$ cat src/verilog/fwhc_params.svh
// Offsets, field positions, reset values and timing counts for the block.
`ifndef FWHC_PARAMS_SVH
`define FWHC_PARAMS_SVH

`define FWHC_OFF_PW_FAIL_HIGH  12'h03c
`define FWHC_OFF_VENDOR        12'h040
`define FWHC_OFF_HC_SET        12'h050
`define FWHC_OFF_HC_CLEAR      12'h054
`define FWHC_PHY_LO_FIRST      12'h0dc
`define FWHC_PHY_LO_LAST       12'h0f0
`define FWHC_PHY_HI_FIRST      12'h100
`define FWHC_PHY_HI_LAST       12'h11c

`define FWHC_BIT_IMAGE_OK      31
`define FWHC_BIT_SKIP_SWAP     30
`define FWHC_BIT_LATE_ACK      29
`define FWHC_BIT_PHY_OWNER     23
`define FWHC_BIT_PHY_ENH       22
`define FWHC_BIT_LINK_POWER    19
`define FWHC_BIT_POSTED_WR     18
`define FWHC_BIT_LINK_ACTIVE   17
`define FWHC_BIT_SW_RESTART    16

`define FWHC_RST_IMAGE_OK      1'b0
`define FWHC_RST_SKIP_SWAP     1'b0
`define FWHC_RST_LATE_ACK      1'b0
`define FWHC_RST_PHY_OWNER     1'b1
`define FWHC_RST_PHY_ENH       1'b0
`define FWHC_RST_LINK_POWER    1'b0
`define FWHC_RST_POSTED_WR     1'b0
`define FWHC_RST_LINK_ACTIVE   1'b0
`define FWHC_RST_CAPTURE       32'h0000_0000
`define FWHC_ALL_ONES          32'hffff_ffff

`define FWHC_RESTART_CYCLES    4'h8

`endif

$ cat src/verilog/fwhc_pkg.sv
// Types shared by the host control register block.
`default_nettype none
package fwhc_pkg;
  typedef logic [31:0] fwhc_word_t;
  typedef logic [11:0] fwhc_addr_t;
  typedef enum logic [0:0] {
    FWHC_RS_IDLE,
    FWHC_RS_FLUSH
  } fwhc_restart_t;
endpackage
`default_nettype wire

$ cat src/verilog/fwhc_flag_cell.sv
// One set/clear control flag with a forced return to its reset value.
`default_nettype none
module fwhc_flag_cell #(
  parameter logic RESET_VAL = 1'b0
) (
  input  wire logic clk,      // Block clock.
  input  wire logic rstn,     // Asynchronous reset, active low.
  input  wire logic forceRst, // Return to reset value, highest priority.
  input  wire logic setReq,   // Set request.
  input  wire logic clrReq,   // Clear request.
  output var  logic flag      // Current flag value.
);
  // A set in the same cycle as a clear wins, so no set is lost.
  always_ff @(posedge clk or negedge rstn) begin
    if (!rstn) begin
      flag <= RESET_VAL;
    end else if (forceRst) begin
      flag <= RESET_VAL;
    end else if (setReq) begin
      flag <= 1'b1;
    end else if (clrReq) begin
      flag <= 1'b0;
    end
  end
endmodule
`default_nettype wire

$ cat src/verilog/fwhc_link_host_control.sv
// Host control, vendor identity and posted-write failure capture registers.
`include "fwhc_params.svh"
`default_nettype none
module fwhc_link_host_control #(
  // Arbitrary neutral identity value.
  parameter logic [31:0] VENDOR_CODE = 32'h0000_0a5c
) (
  input  wire logic               clk,            // Bus-side clock, 10 MHz.
  input  wire logic               rstn,           // Hardware reset, low.
  input  wire fwhc_pkg::fwhc_addr_t regAddr,      // Register byte offset.
  input  wire logic               regWr,          // Write strobe.
  input  wire logic               regRd,          // Read strobe.
  input  wire fwhc_pkg::fwhc_word_t regWdata,     // Write data.
  output var  fwhc_pkg::fwhc_word_t regRdata,     // Read data.
  output var  logic               regRdValid,     // Read data valid pulse.
  output var  logic               regAbort,       // Target abort pulse.
  input  wire logic               suppressTargetAbort, // Config bit.
  input  wire logic               phyClockRunning,// PHY clock alive, async.
  input  wire logic               ownerLoad,      // Serial memory load pulse.
  input  wire logic               ownerValue,     // Loaded owner value.
  input  wire logic               pwFail,         // Posted write failed.
  input  wire logic [15:0]        pwRequester,    // Bus and node number.
  input  wire logic [15:0]        pwOffsetUpper,  // Offset bits 47:32.
  input  wire logic               romFetchError,  // Info block fetch failed.
  input  wire logic               romReadReq,     // ROM block read arrives.
  output var  logic               romReadGrant,   // Answer the read.
  output var  logic               romReadTypeErr, // Answer ack_type_error.
  input  wire logic               busReset,       // Serial bus reset pulse.
  output var  logic               romRegsUpdate,  // Reload ROM-image regs.
  input  wire logic               tardyWanted,    // Link cannot answer now.
  output var  logic               sendAckTardy,   // Send ack_tardy pulse.
  output var  logic               lateAckEvent,   // Sets event bit 27.
  output var  logic               skipByteSwap,   // No DMA byte swap.
  output var  logic               phyEnhancementOn, // Enhancements on.
  output var  logic               linkPowerStatus,  // Link-PHY talk allowed.
  output var  logic               postedWriteOn,    // Posted writes enabled.
  output var  logic               linkConnected,    // Packets may flow.
  output var  logic               restartFlush      // Flush link state.
);
  import fwhc_pkg::*;

  fwhc_restart_t restartState;
  logic [3:0]    restartCount;
  fwhc_word_t    pwFailHigh;
  logic          imageOk;
  logic          latePermit;
  logic          phyOwner;
  logic          linkActive;
  logic          phyClkOk;
  logic          restarting;
  logic          wrSet;
  logic          wrClr;
  fwhc_word_t    setBits;
  fwhc_word_t    clrBits;
  fwhc_word_t    hcValue;
  logic          phyAddr;

  assign restarting = (restartState == FWHC_RS_FLUSH);

  // Ones act at the set or clear address; zeros leave flags alone.
  assign wrSet   = regWr && (regAddr == `FWHC_OFF_HC_SET);
  assign wrClr   = regWr && (regAddr == `FWHC_OFF_HC_CLEAR);
  assign setBits = wrSet ? regWdata : '0;
  assign clrBits = wrClr ? regWdata : '0;

  // PHY clock state comes from the other domain, so it is synchronised.
  fwhc_sync u_phy_clk_sync (
    .clk    (clk),
    .rstn   (rstn),
    .async  (phyClockRunning),
    .synced (phyClkOk)
  );

  // Image-ok is only set while the link is off; fetch error also clears it.
  fwhc_flag_cell #(.RESET_VAL(`FWHC_RST_IMAGE_OK)) u_image_ok (
    .clk      (clk),
    .rstn     (rstn),
    .forceRst (restarting || romFetchError),
    .setReq   (setBits[`FWHC_BIT_IMAGE_OK] && !linkActive),
    // Software cannot clear it; only the resets and a fetch error do.
    .clrReq   (1'b0),
    .flag     (imageOk)
  );

  fwhc_flag_cell #(.RESET_VAL(`FWHC_RST_SKIP_SWAP)) u_skip_swap (
    .clk      (clk),
    .rstn     (rstn),
    .forceRst (restarting),
    .setReq   (setBits[`FWHC_BIT_SKIP_SWAP]),
    .clrReq   (clrBits[`FWHC_BIT_SKIP_SWAP]),
    .flag     (skipByteSwap)
  );

  fwhc_flag_cell #(.RESET_VAL(`FWHC_RST_LATE_ACK)) u_late_ack (
    .clk      (clk),
    .rstn     (rstn),
    .forceRst (restarting),
    .setReq   (setBits[`FWHC_BIT_LATE_ACK]),
    .clrReq   (clrBits[`FWHC_BIT_LATE_ACK]),
    .flag     (latePermit)
  );

  // Enhancements may only be turned on by their owner on a live link.
  fwhc_flag_cell #(.RESET_VAL(`FWHC_RST_PHY_ENH)) u_phy_enh (
    .clk      (clk),
    .rstn     (rstn),
    .forceRst (restarting),
    .setReq   (setBits[`FWHC_BIT_PHY_ENH] && phyOwner && linkActive),
    .clrReq   (clrBits[`FWHC_BIT_PHY_ENH] && phyOwner),
    .flag     (phyEnhancementOn)
  );

  fwhc_flag_cell #(.RESET_VAL(`FWHC_RST_LINK_POWER)) u_link_power (
    .clk      (clk),
    .rstn     (rstn),
    .forceRst (restarting),
    .setReq   (setBits[`FWHC_BIT_LINK_POWER]),
    .clrReq   (clrBits[`FWHC_BIT_LINK_POWER]),
    .flag     (linkPowerStatus)
  );

  // Changes while the link runs are ignored, so traffic never sees a flip.
  fwhc_flag_cell #(.RESET_VAL(`FWHC_RST_POSTED_WR)) u_posted_wr (
    .clk      (clk),
    .rstn     (rstn),
    .forceRst (restarting),
    .setReq   (setBits[`FWHC_BIT_POSTED_WR] && !linkActive),
    .clrReq   (clrBits[`FWHC_BIT_POSTED_WR] && !linkActive),
    .flag     (postedWriteOn)
  );

  fwhc_flag_cell #(.RESET_VAL(`FWHC_RST_LINK_ACTIVE)) u_link_active (
    .clk      (clk),
    .rstn     (rstn),
    .forceRst (restarting),
    .setReq   (setBits[`FWHC_BIT_LINK_ACTIVE]),
    .clrReq   (clrBits[`FWHC_BIT_LINK_ACTIVE]),
    .flag     (linkActive)
  );

  // Owner flag survives a software restart; only the hard reset and an ownerLoad pulse change it.
  always_ff @(posedge clk or negedge rstn) begin
    if (!rstn) begin
      phyOwner <= `FWHC_RST_PHY_OWNER;
    end else if (ownerLoad) begin
      phyOwner <= ownerValue;
    end
  end

  // Restart runs a fixed flush; bit 16 reads one for its whole length.
  always_ff @(posedge clk or negedge rstn) begin
    if (!rstn) begin
      restartState <= FWHC_RS_IDLE;
      restartCount <= 4'h0;
    end else begin
      unique case (restartState)
        FWHC_RS_IDLE: begin
          if (setBits[`FWHC_BIT_SW_RESTART]) begin
            restartState <= FWHC_RS_FLUSH;
            restartCount <= `FWHC_RESTART_CYCLES;
          end
        end
        FWHC_RS_FLUSH: begin
          if (restartCount == 4'h1) begin
            restartState <= FWHC_RS_IDLE;
          end
          restartCount <= restartCount - 4'h1;
        end
      endcase
    end
  end

  // Flush strobe for FIFOs and link state elsewhere in the controller.
  assign restartFlush = restarting;

  // The link is cut the moment link-active drops or a restart runs.
  assign linkConnected = linkActive && !restarting;

  // Capture the identity and upper offset of a failed posted write.
  always_ff @(posedge clk or negedge rstn) begin
    if (!rstn) begin
      pwFailHigh <= `FWHC_RST_CAPTURE;
    end else if (restarting) begin
      pwFailHigh <= `FWHC_RST_CAPTURE;
    end else if (pwFail) begin
      pwFailHigh <= {pwRequester, pwOffsetUpper};
    end
  end

  // ROM block reads are answered only on a connected link.
  always_ff @(posedge clk or negedge rstn) begin
    if (!rstn) begin
      romReadGrant   <= 1'b0;
      romReadTypeErr <= 1'b0;
    end else begin
      romReadGrant   <= romReadReq && linkConnected && imageOk;
      romReadTypeErr <= romReadReq && linkConnected && !imageOk;
    end
  end

  // Without a valid image the ROM-related registers keep their old values.
  always_ff @(posedge clk or negedge rstn) begin
    if (!rstn) begin
      romRegsUpdate <= 1'b0;
    end else begin
      romRegsUpdate <= busReset && imageOk && linkConnected;
    end
  end

  // Every tardy ack raises the late-acknowledge event in the same cycle.
  always_ff @(posedge clk or negedge rstn) begin
    if (!rstn) begin
      sendAckTardy <= 1'b0;
      lateAckEvent <= 1'b0;
    end else begin
      sendAckTardy <= tardyWanted && latePermit && linkConnected;
      lateAckEvent <= tardyWanted && latePermit && linkConnected;
    end
  end

  // Reserved positions are tied low in the read image.
  always_comb begin
    hcValue = '0;
    hcValue[`FWHC_BIT_IMAGE_OK]    = imageOk;
    hcValue[`FWHC_BIT_SKIP_SWAP]   = skipByteSwap;
    hcValue[`FWHC_BIT_LATE_ACK]    = latePermit;
    hcValue[`FWHC_BIT_PHY_OWNER]   = phyOwner;
    hcValue[`FWHC_BIT_PHY_ENH]     = phyEnhancementOn;
    hcValue[`FWHC_BIT_LINK_POWER]  = linkPowerStatus;
    hcValue[`FWHC_BIT_POSTED_WR]   = postedWriteOn;
    hcValue[`FWHC_BIT_LINK_ACTIVE] = linkActive;
    hcValue[`FWHC_BIT_SW_RESTART]  = restarting;
  end

  assign phyAddr =
    ((regAddr >= `FWHC_PHY_LO_FIRST) && (regAddr <= `FWHC_PHY_LO_LAST)) ||
    ((regAddr >= `FWHC_PHY_HI_FIRST) && (regAddr <= `FWHC_PHY_HI_LAST));

  // Read data is registered; a stopped PHY clock turns PHY-range access into abort, or into all ones if suppressed.
  always_ff @(posedge clk or negedge rstn) begin
    if (!rstn) begin
      regRdata   <= '0;
      regRdValid <= 1'b0;
      regAbort   <= 1'b0;
    end else begin
      regRdValid <= 1'b0;
      regAbort   <= 1'b0;
      if ((regRd || regWr) && phyAddr && !phyClkOk) begin
        // Aborts can hang a host, so software may ask for ones instead.
        regAbort   <= !suppressTargetAbort;
        regRdValid <= regRd && suppressTargetAbort;
        regRdata   <= `FWHC_ALL_ONES;
      end else if (regRd) begin
        regRdValid <= 1'b1;
        unique case (regAddr)
          `FWHC_OFF_PW_FAIL_HIGH: regRdata <= pwFailHigh;
          `FWHC_OFF_VENDOR:       regRdata <= VENDOR_CODE;
          `FWHC_OFF_HC_SET:       regRdata <= hcValue;
          `FWHC_OFF_HC_CLEAR:     regRdata <= hcValue;
          default:                regRdata <= '0;
        endcase
      end
    end
  end
endmodule
`default_nettype wire

$ cat src/verilog/fwhc_sync.sv
// Two-stage synchroniser for a level arriving from another clock domain.
`default_nettype none
module fwhc_sync (
  input  wire logic clk,     // Block clock.
  input  wire logic rstn,    // Asynchronous reset, active low.
  input  wire logic async,   // Level from the foreign domain.
  output var  logic synced   // Level safe to read in this domain.
);
  logic stage1;

  // Only the second stage reads the first, to contain metastability.
  always_ff @(posedge clk or negedge rstn) begin
    if (!rstn) begin
      stage1 <= 1'b0;
      synced <= 1'b0;
    end else begin
      stage1 <= async;
      synced <= stage1;
    end
  end
endmodule
`default_nettype wire
$ cat config.mk
export PLATFORM = sky130hd
export DESIGN_NAME = fwhc_link_host_control
export DESIGN_NICKNAME = d
export VERILOG_FILES = /design/src/verilog/fwhc_pkg.sv /design/src/verilog/fwhc_flag_cell.sv /design/src/verilog/fwhc_link_host_control.sv /design/src/verilog/fwhc_sync.sv
export VERILOG_INCLUDE_DIRS = /design/src /design/src/verilog
export SDC_FILE = /design/constraint.sdc
export NUM_CORES = 1
export LEC_CHECK = 0
export ABC_CLOCK_PERIOD_IN_PS = 3340
export CAP_MARGIN = 20
export CORE_MARGIN = 2
export CORE_UTILIZATION = 68
export DETAILED_ROUTE_END_ITERATION = 16
export DONT_BUFFER_PORTS = 1
export PLACE_DENSITY = 0.9
export SLEW_MARGIN = 10
export SYNTH_ARGS = -nofsm -noshare
export SYNTH_HDL_FRONTEND = slang
export SYNTH_HIERARCHICAL = 1
export SYNTH_SLANG_ARGS = --single-unit
$ cat constraint.sdc
create_clock -name clk -period 3.34 [get_ports clk]
set_input_delay 0 -clock clk [delete_from_list [all_inputs] [get_ports clk]]
set_output_delay 0 -clock clk [all_outputs]
set_load 0.05 [all_outputs]
* After elaboration in Yosys (flattened, before gate mapping) *
Index checks and enable logic that the tools add are counted.

cells by class
  magnitude comparators = 4
  reduce and logical (&&, ||, !) cells = 39
  shifts and indexed selects = 0
  muxes and demuxes = 35
  div/mod/pow operators = 0
  $mul = 0
  bitwise gates (word level) = 1
  equal/unequal tests = 6
  $add $sub $neg = 1

operator list
  operator                                                                           number
  32-bit 2-to-1 mux                                                                  5
  32-bit one-hot mux with 3 select lines                                             1
  12-bit by 7-bit equality test with 1-bit output, second input constant             3
  31-bit 2-to-1 mux                                                                  1
  1-bit 2-to-1 mux                                                                   25
  1-bit logical AND                                                                  21
  3-bit nonzero test                                                                 6
  12-bit by 6-bit equality test with 1-bit output, second input constant             1
  12-bit by 8-bit >= comparator with 1-bit output, second input constant             1
  12-bit by 9-bit >= comparator with 1-bit output, second input constant             1
  12-bit by 8-bit less-or-equal comparator with 1-bit output, second input constant  1
  12-bit by 9-bit less-or-equal comparator with 1-bit output, second input constant  1
  4-bit one-hot mux with 2 select lines                                              1
  2-bit nonzero test                                                                 3
  1-bit logical NOT                                                                  5
  4-bit by 1-bit equality test with 1-bit output, second input constant              1
  4-bit 2-to-1 mux                                                                   1
  4-bit by 1-bit subtractor with 4-bit output, second input constant                 1
  1-bit logical OR                                                                   3
  2-bit != test, second input constant                                               1
  1-bit one-hot mux with 2 select lines                                              1
  2-bit OR reduction                                                                 1
  1-bit inverter                                                                     1

storage, ports and cells
  memories = 0
  memory bits (writable) = 0
  memory bits (read-only) = 0
  bits in registers = 85
  output and inout bits = 45
  bits in latches = 0
  input port bits = 89
  logic and storage cells = 106

* Depth between registers and ports, before layout *
Gate-level depths: netlist of the first run.

  depth after elaboration = 7
  depth in mapped cells = 7
  mapped depth without buffers = 6

* Hierarchy *
Netlist of the first run, hierarchy kept.

by module, submodules not included
  module                  cells an instance  area each (um2)  instances  sequential area each (um2)
  fwhc_link_host_control  319                3,500.9          1          1,903.1
  fwhc_flag_cell          4                  43.8             7          25.0
  fwhc_sync               2                  50.0             1          50.0

* Worst setup path before layout of the first run *
Ideal clock, no wire load.

  kind = register to register
  start point = register restartState, in the netlist restartFlush
  end point = register lateAckEvent
  period minus slack after synthesis = 1,899 ps
  arrival time = 1,829 ps
  required time = 3,270 ps
  stages on the path, launching flop included = 3
  setup slack = 1,441 ps
  setup time = 70 ps
  path buffers = 0
  cells stage by stage = dfrtp_1 -> nor2b_1 -> and3_1

on the way
  word-level cells in the longest chain between the ends = 3

ends and longest elaborated chain
  what                    line                           source
  start, declared         fwhc_link_host_control.sv:42   fwhc_restart_t restartState;
  start signal, assigned  fwhc_link_host_control.sv:153  restartState <= FWHC_RS_IDLE;
  start signal, assigned  fwhc_link_host_control.sv:159  restartState <= FWHC_RS_FLUSH;
  start signal, assigned  fwhc_link_host_control.sv:165  restartState <= FWHC_RS_IDLE;
  1-bit logical NOT       fwhc_link_host_control.sv:177  assign linkConnected = linkActive && !restarting;
  1-bit logical AND       fwhc_link_host_control.sv:177
  net linkConnected       fwhc_link_host_control.sv:37   output var logic linkConnected,
  1-bit logical AND       fwhc_link_host_control.sv:217  lateAckEvent <= tardyWanted && latePermit && linkConnected;
  end signal, assigned    fwhc_link_host_control.sv:217
  end, declared           fwhc_link_host_control.sv:32   output var logic lateAckEvent,

The timed path passes the listed nets, and every way through them passes these cells.
A chain may end at the register's enable or synchronous reset.

==> results of run 1 <==
-- tightest hold or removal path, cell delays in order --
cell	delay [ns]
o21ai_0	0.08
o21ai_0	0.14
and2_1	0.19
-- what timing repair did --
action                    CTS  global route
resized for setup           0             0
hold endpoints to repair  146             0
hold buffers               86             0
-- cells by family after synthesis --
group / synth area share
AOI/OAI and AO/OA: 0.105
xor gates and xnor gates: 0.00454
adders and majority gates: 0.00649
buffers and inverters: 0.0428
DFF: 0.552
muxes: 0.0889
other: 0.000972
and+or+nand+nor: 0.199
-- cell usage in the layout (no fill, tap or decap), drive strengths merged, types with 3 or more instances in the layout --
master	Yosys	final
dfrtp	84	84
mux2i	32	32
clkbuf	11	11
nor2	39	39
and2	9	9
nor2b	11	11
dlygate4sd3	0	85
a21oi	9	9
and3b	3	3
a221oi	15	15
nor4	4	4
inv	12	12
nand2b	7	7
nand2	34	34
buf	11	5
a22oi	18	18
and3	14	14
-- routing by layer --
metal	vias up	GRT usage	wire length [um]
li1	1382	-	-
met1	1587	0.436	4110
met2	192	0.636	5760
met3	43	0.0864	871
met4	0	0.214	442
met5	-	0	0
-- stage by stage --
stage	instance area [um^2]	std cells
CTS	4950	504
global placement	3850	402
finish	4950	505
global route	4950	505
detailed placement	3850	402
floorplan	3860	349
-- power breakdown --
part           switching [mW]  total, mW  internal [mW]
clock                   0.386      0.810          0.425
sequential             0.0570       1.14           1.08
combinational           0.100      0.246          0.146
total                   0.543       2.19           1.65
-- how the worst min path moves through the flow --
stage / from / endpoint / cells after the start
floorplan: rstn / lateAckEvent / 0
global placement: rstn / u_phy_clk_sync/synced / 0
detailed placement: rstn / regRdValid / 0
CTS: regAddr[7] / regAbort / 3
global route: regAddr[10] / regAbort / 4
finish: regAddr[7] / regAbort / 3
-- cell type report --
cell class / instances / area [um^2] / area share
timing repair buffer: 90 / 906 / 0.183
clock inverter: 5 / 85.1 / 0.0172
tap: 72 / 90.1 / 0.0182
inverter: 12 / 45.0 / 0.00910
clock buffer: 11 / 131 / 0.0265
multi-input combinational: 230 / 1560 / 0.316
sequential: 85 / 2130 / 0.430
==> impl_metrics.toml, run 1 <==
[setup_path]
crit_cells = 4
cp_data_arrival_time_ns = 2.12
reg2reg_from = "regRdata[31]"
reg2reg_to = "regRdata[31]"
cp_slowest_cell = "dlygate4sd3_1"
crit_family = "buffers and inverters"
cp-end-kind = "flop"
slowest_delay_ns = 0.61
crit_chain = "nor2b_1 > a221oi_1 > dlygate4sd3_1 > nand2_1"
r2r_slack_ns = 1.46
path_buf_inv = 1
criticalPathCategory = "flop to flop"
cp_max_fo = 2
startpoint = "regRdata[31]"
worstPathRequired_ns = 3.58
worstSetupStartpointType = "flop"
r2r_cells = 4
cp-endpoint = "regRdata[31]"

[clocking]
clk_latency_ns = 0.36
cts.clk_slew.worst_paths_ns = 0.10
ctsRootBufferMaster = "clkbuf_8"
htree_levels = 3
clockBufferDepth = 2
numCtsBuffers = 9
cts.sinks = 85
cts_tree = "yes"
post_cts_buffers = 0

[global_routing]
grt_pass1_wl_um = 17400
grtUsageTotal = 0.374
gr-total-overflow = 0
grt_pass1_vias = 3392
grt_start_max_net_pins = 86
antenna_found_initial = 0

[timing]
final_hold_viol_count = 0
slew_headroom = 0.423
tns_ns = 0
holdWs_ns = 0.0973
fin_skew_ns = 0.0138
setup_ws_ns = 1.46
max_freq_mhz = 531
finalWorstPathRequiredPeriod_ns = 1.88
fin_crit_sh = 0.564
grt_setup_unrepaired = "no"
slew_violations = 0
setup_violations = 0
worst_pin_slew_ns = 0.867

[layout]
num_antenna_cells = 0
drive_above_1_share = 0.0901
final_core_util = 0.899
num-fill-cells = 220
reg_top3 = "pwFailHigh x32, regRdata x32, restartCount x4"
syn_to_final_growth_pct = 28.3
layout.nets = 519

[outcome]
status = "finished, final reports clean"

[floorplanning]
fp-row-count = 27
core_region_area_mm2 = 0.00551
start_util = 0.701
die_w_um = 79.3
die_area_mm2 = 0.00629
die_h_um = 79.3
pin_count = 134

[yosys]
async_flop_share = 1.00
synth_commonest_cells = "dfrtp_1, nor2_1, nand2_1, mux2i_1, a22oi_1"
yosysMostFrequentCell = "dfrtp_1"
synth_top_area_cell = "dfrtp_1"
synthFlopType = "dfrtp_1"
ys.warnings.count = 6
synth_edf_count = 0
seq_area_frac_synth = 0.552
yosys.cell_types.count = 46
ys_seq_elements = 85
syn_inst = 349
syn_area_per_cell_um2 = 11.1
synthTopCellsByArea = "dfrtp_1, mux2i_1, nor2_1, a22oi_1, a221oi_1"
synth_fp_nets = 440
syn-cell-area_mm2 = 0.00386
synth_top_area_frac = 0.545

[routing]
wirelength_um = 11200
firstDrtPassIters = 5
ant_nets = 0
drc = 0
via_per_inst = 6.34
drtIter0Drc = 306
wl_per_cell_um = 22.2
vias = 3204

[worst_hold_path]
hp-class = "input port to flop"

[run]
maxCapViolCount = 0

[placed_design]
placement.io_buffers = 0
hpwl_um = 5370
place_ws_ns = 1.35
routabilityCongestion = 0.809

[power]
fin_total_pwr_mw = 2.19
p_leak_nw = 2.45
peakVddDrop_mv = 0.349
power_density_mw_per_mm2 = 443
Power figures use the tool's default switching activity.
==> run 2, diff against run 1 <==
ABC_AREA = 1   (was default)
ABC_CLOCK_PERIOD_IN_PS = 1700   (was 3340)
CORE_UTILIZATION = 57   (was 68)
PLACE_DENSITY = 0.81   (was 0.9)
clock period = 1.7 ns   (was 3.34 ns; I/O delays follow)
==> impl_metrics.toml, run 2 <==
[setup_path]
cp_max_fo = 6
worstSetupStartpointType = "flop"
cp_slowest_cell = "dlygate4sd3_1"
cp-end-kind = "flop"
criticalPathCategory = "flop to flop"
worstPathRequired_ns = 1.99
reg2reg_to = "u_image_ok/flag"
crit_chain = "nor3b_1 > inv_1 > a21oi_2 > dlygate4sd3_1"
cp_data_arrival_time_ns = 1.91
reg2reg_from = "u_link_active/flag"
r2r_cells = 4
slowest_delay_ns = 0.55
r2r_slack_ns = 0.08

[clocking]
cts_tree = "yes"
clk_latency_ns = 0.35
htree_levels = 3
numCtsBuffers = 9
ctsRootBufferMaster = "clkbuf_8"
postCtsHoldBufs = 62
cts.clk_slew.worst_paths_ns = 0.09
cts.sinks = 85
clockBufferDepth = 2

[yosys]
synthFlopType = "dfrtp_1"
yosys.cell_types.count = 37
ys.warnings.count = 6
synthTopCellsByArea = "dfrtp_1, nand3_1, nand2_1, inv_1, o21ai_1"
seq_area_frac_synth = 0.525
synth_edf_count = 0
yosysMostFrequentCell = "dfrtp_1"
async_flop_share = 1.00
syn_inst = 472
synth_fp_nets = 563
synth_top_area_cell = "dfrtp_1"
synth_commonest_cells = "dfrtp_1, nand2_1, nand3_1, inv_1, o21ai_1"
synth_top_area_frac = 0.519
syn_area_per_cell_um2 = 8.58
syn-cell-area_mm2 = 0.00405
ys_seq_elements = 85

[layout]
num-fill-cells = 503
fin_area_mm2 = 0.00498
final_common_cell = "dfrtp_1"
multi_input_area_mm2 = 0.00150
reg_top3 = "pwFailHigh x32, regRdata x32, restartCount x4"
num_antenna_cells = 0
syn_to_final_growth_pct = 22.9
drive_above_1_share = 0.131
fin_cells = 632
layout.nets = 622
final_cell_mix = "dfrtp_1, nand2_1, nand3_1"
register_area_mm2 = 0.00213

[placed_design]
routabilityCongestion = 0.877
place_ws_ns = 0.361
placedCellCount = 553
placement.io_buffers = 0
post_dp_cell_area_mm2 = 0.00411
hpwl_um = 5990

[power]
p_sw_frac = 0.273
internal_power_mw = 3.06
peakVddDrop_mv = 0.533
p_leak_nw = 2.45
clkPwrFrac = 0.348
power_density_mw_per_mm2 = 846
switchingPower_mw = 1.15
power.share.combinational = 0.098
power_frac_seq = 0.554

[timing]
max_freq_mhz = 619
finalWorstPathRequiredPeriod_ns = 1.62
setup_violations = 0
slew_violations = 0
final_hold_viol_count = 85
holdWs_ns = -0.670
setup_ws_ns = 0.0839
tns_ns = 0
slew_headroom = 0.348
grt_setup_unrepaired = "no"
fin_skew_ns = 0.0107
worst_pin_slew_ns = 0.975
fin_crit_sh = 0.951

[floorplanning]
die_h_um = 88.3
core_region_area_mm2 = 0.00683
die_w_um = 88.3
die_area_mm2 = 0.00780
pin_count = 134
fp-row-count = 30
start_util = 0.593

[global_routing]
grt_pass1_wl_um = 16100
grt_start_max_net_pins = 86
antenna_found_initial = 0
grtUsageTotal = 0.269
gr-total-overflow = 0
grt_pass1_vias = 3363

[run]
maxCapViolCount = 0

[routing]
firstDrtPassIters = 5
wl_per_cell_um = 16.4
ant_nets = 0
drtIter0Drc = 178
wirelength_um = 10400
vias = 3505
via_per_inst = 5.55
drc = 0

[outcome]
status = "finished, violations left"
violations = "negative hold slack"

[worst_hold_path]
hp-class = "input port to asynchronous set/reset pin"
run 2: cell families after synthesis:
| family | after synthesis | synth area share |
|---|---|---|
| other cells | 1 | 0.000926 |
| xor+xnor | 2 | 0.00432 |
| compound gates | 61 | 0.0828 |
| fa+ha+maj | 2 | 0.00618 |
| flops | 85 | 0.525 |
| buf+inv | 100 | 0.105 |
| simple gates | 221 | 0.276 |
run 2: layout make-up:
cell class	count	area share
sequential	85	0.428
multi-input combinational	287	0.302
timing repair buffer	73	0.148
inverter	75	0.0570
clock buffer	10	0.0276
tap	96	0.0241
clock inverter	6	0.0141
run 2: power by group through the flow:
stage	Combinational [mW]	Sequential [mW]	Clock [mW]
2_1_floorplan	0.217	2.36	0
3_3_place_gp	0.245	2.37	0
3_5_place_dp	0.255	2.37	0
4_1_cts	0.396	2.33	1.50
5_1_grt	0.458	2.35	1.57
6_report	0.413	2.34	1.47
run 2: repair_timing:
| action | CTS | global route |
|---|---|---|
| setup buffers | 0 | 0 |
| endpoints found under the setup margin | 0 | 8 |
| gates resized for setup | 0 | 3 |
| endpoints found under the hold margin | 165 | 85 |
run 2: through the flow:
step | utilization | power [mW]
5_1_grt | 0.729 | 4.38
4_1_cts | 0.724 | 4.23
2_1_floorplan | - | 2.58
6_report | 0.729 | 4.21
3_5_place_dp | 0.601 | 2.63
3_3_place_gp | 0.601 | 2.61
run 2: critical path, delay by kind of cell, from the launching register on:
family / cells / cell delay, ns
flops: 1 / 0.47
simple gates: 1 / 0.31
buf+inv: 2 / 0.64
compound gates: 1 / 0.13
run 2: worst max path at each step:
| stage | from | endpoint | cells after the start |
|---|---|---|---|
| floorplan | restartFlush | romReadTypeErr | 3 |
| global placement | restartFlush | restartCount[3] | 4 |
| detailed placement | restartFlush | restartCount[3] | 4 |
| CTS | restartFlush | pwFailHigh[14] | 5 |
| global route | restartFlush | pwFailHigh[14] | 5 |
| finish | u_link_active/flag | u_image_ok/flag | 4 |
run 2: layer usage:
metal | track usage | part of all wire
met5 | 0 | 0
met3 | 0.0485 | 0.054
met2 | 0.463 | 0.52
met4 | 0.0992 | 0.019
met1 | 0.343 | 0.41
==> run 3, diff against run 2 <==
HOLD_SLACK_MARGIN = 0.15   (was default)
==> impl_metrics.toml, run 3 (synthesis gave the netlist of run 2 again) <==
[layout]
final_cell_mix = "dfrtp_1, nand2_1, dlygate4sd3_1"
reg_top3 = "pwFailHigh x32, regRdata x32, restartCount x4"
num_antenna_cells = 0
fin_area_mm2 = 0.00514
syn_to_final_growth_pct = 26.9
num-fill-cells = 481
layout.nets = 633
drive_above_1_share = 0.139
final_common_cell = "dfrtp_1"

[global_routing]
grt_pass1_wl_um = 16800
grtUsageTotal = 0.280
grt_pass1_vias = 3459
antenna_found_initial = 0
gr-total-overflow = 0
grt_start_max_net_pins = 86

[setup_path]
crit_chain = "dlygate4sd3_1 > nand3_1 > nor2_4 > nand3_4 > nor3b_2 > inv_1 > a21oi_2 > dlygate4sd3_1"
cp-end-kind = "flop"
cp_data_arrival_time_ns = 1.97
reg2reg_to = "pwFailHigh[14]"
slowest_delay_ns = 0.56
worstPathRequired_ns = 2.00
r2r_cells = 5
criticalPathCategory = "input port to flop"
reg2reg_from = "restartFlush"
cp_slowest_cell = "dlygate4sd3_1"
r2r_slack_ns = 0.12
crit_top_cell = "dlygate4sd3_1"
cp_max_fo = 7
worstSetupStartpointType = "input port"

[placed_design]
routabilityCongestion = 0.877
place_ws_ns = 0.361
post_dp_cell_area_mm2 = 0.00411
placement.io_buffers = 0
hpwl_um = 5990

[timing]
fin_crit_sh = 0.980
holdWs_ns = -0.676
setup_violations = 0
max_freq_mhz = 600
grt_setup_unrepaired = "yes"
slew_violations = 0
setup_ws_ns = 0.0341
worst_pin_slew_ns = 0.950
fin_skew_ns = 0.0155
tns_ns = 0
final_hold_viol_count = 87
slew_headroom = 0.364
finalWorstPathRequiredPeriod_ns = 1.67

[routing]
dr_wl_met3_um = 745
drtIter0Drc = 266
via_per_inst = 5.68
ant_nets = 0
wl_met1_um = 4550
firstDrtPassIters = 5
top_layer_used = "met4"
wl_per_cell_um = 17.5
drc = 0
met2_wirelength_um = 5570
wirelength_um = 11200
vias = 3655

[outcome]
status = "finished, violations left"
violations = "negative hold slack"

[clocking]
cts.clk_slew.worst_paths_ns = 0.09
clk_latency_ns = 0.36
cts_tree = "yes"
clockBufferDepth = 2
post_cts_buffers = 0
cts.sinks = 85
htree_levels = 3
ctsRootBufferMaster = "clkbuf_8"
numCtsBuffers = 9

[floorplanning]
die_area_mm2 = 0.00780
pin_count = 134
start_util = 0.593
core_region_area_mm2 = 0.00683
die_h_um = 88.3
die_w_um = 88.3
fp-row-count = 30

[power]
power_density_mw_per_mm2 = 828
p_leak_nw = 2.51
peakVddDrop_mv = 0.537

[run]
maxCapViolCount = 0

[worst_hold_path]
hp-class = "input port to asynchronous set/reset pin"
==> run 3: cell count changes in the layout (fill, tap and decap cells not counted), sizes merged <==
cell,before,now
dlygate4sd3,60,71
==> run 3: stage by stage <==
| step | util | instances | hold slack, ns | power [mW] |
|---|---|---|---|---|
| final | 0.753 | 643 | -0.676 | 4.26 |
| after global routing | 0.753 | 643 | -0.686 | 4.42 |
| after CTS | 0.740 | 642 | -0.686 | 4.24 |
| after detailed placement | 0.601 | 553 | -0.294 | 2.63 |
| after global placement | 0.601 | 553 | -0.294 | 2.61 |
| after floorplan | - | 472 | -0.296 | 2.58 |
==> run 3: cell type report <==
class / count / area [um^2] / share of cell area
sequential: 85 / 2130 / 0.414
multi-input combinational: 287 / 1550 / 0.302
timing repair buffer: 84 / 847 / 0.165
inverter: 75 / 284 / 0.0552
clock buffer: 10 / 138 / 0.0268
tap: 96 / 120 / 0.0234
clock inverter: 6 / 70.1 / 0.0136
==> run 3: how the worst max path moves through the flow <==
stage | start | endpoint | cells past startpoint | slack (ns)
finish | regAddr[4] | u_image_ok/flag | 8 | 0.03
global route | regAddr[4] | u_image_ok/flag | 8 | -0.04
CTS | restartFlush | pwFailHigh[14] | 5 | 0.02
detailed placement | restartFlush | restartCount[3] | 4 | 0.36
global placement | restartFlush | restartCount[3] | 4 | 0.46
floorplan | restartFlush | romReadTypeErr | 3 | 0.05
==> run 3: per-layer routing <==
layer	vias up	global-route usage
li1	1667	-
met1	1768	0.356
met2	177	0.481
met3	43	0.0560
met4	0	0.0992
met5	-	0
==> run 3: report_power, final <==
group	internal [mW]	total [mW]	switching, mW
Combinational	0.210	0.435	0.225
Sequential	2.14	2.34	0.201
Clock	0.729	1.49	0.760
==> run 3: repair_timing <==
| action | 4_1_cts | 5_1_grt |
|---|---|---|
| gates resized for setup | 0 | 13 |
| hold endpoints to repair | 169 | 91 |
| setup endpoints to repair | 0 | 16 |
| hold buffers | 73 | 3 |
==> run 3: worst max-delay path, delay by kind of cell <==
| kind | cells | cell delay (ns) |
|---|---|---|
| buf+inv | 3 | 1.17 |
| compound gates | 1 | 0.14 |
| simple gates | 4 | 0.66 |
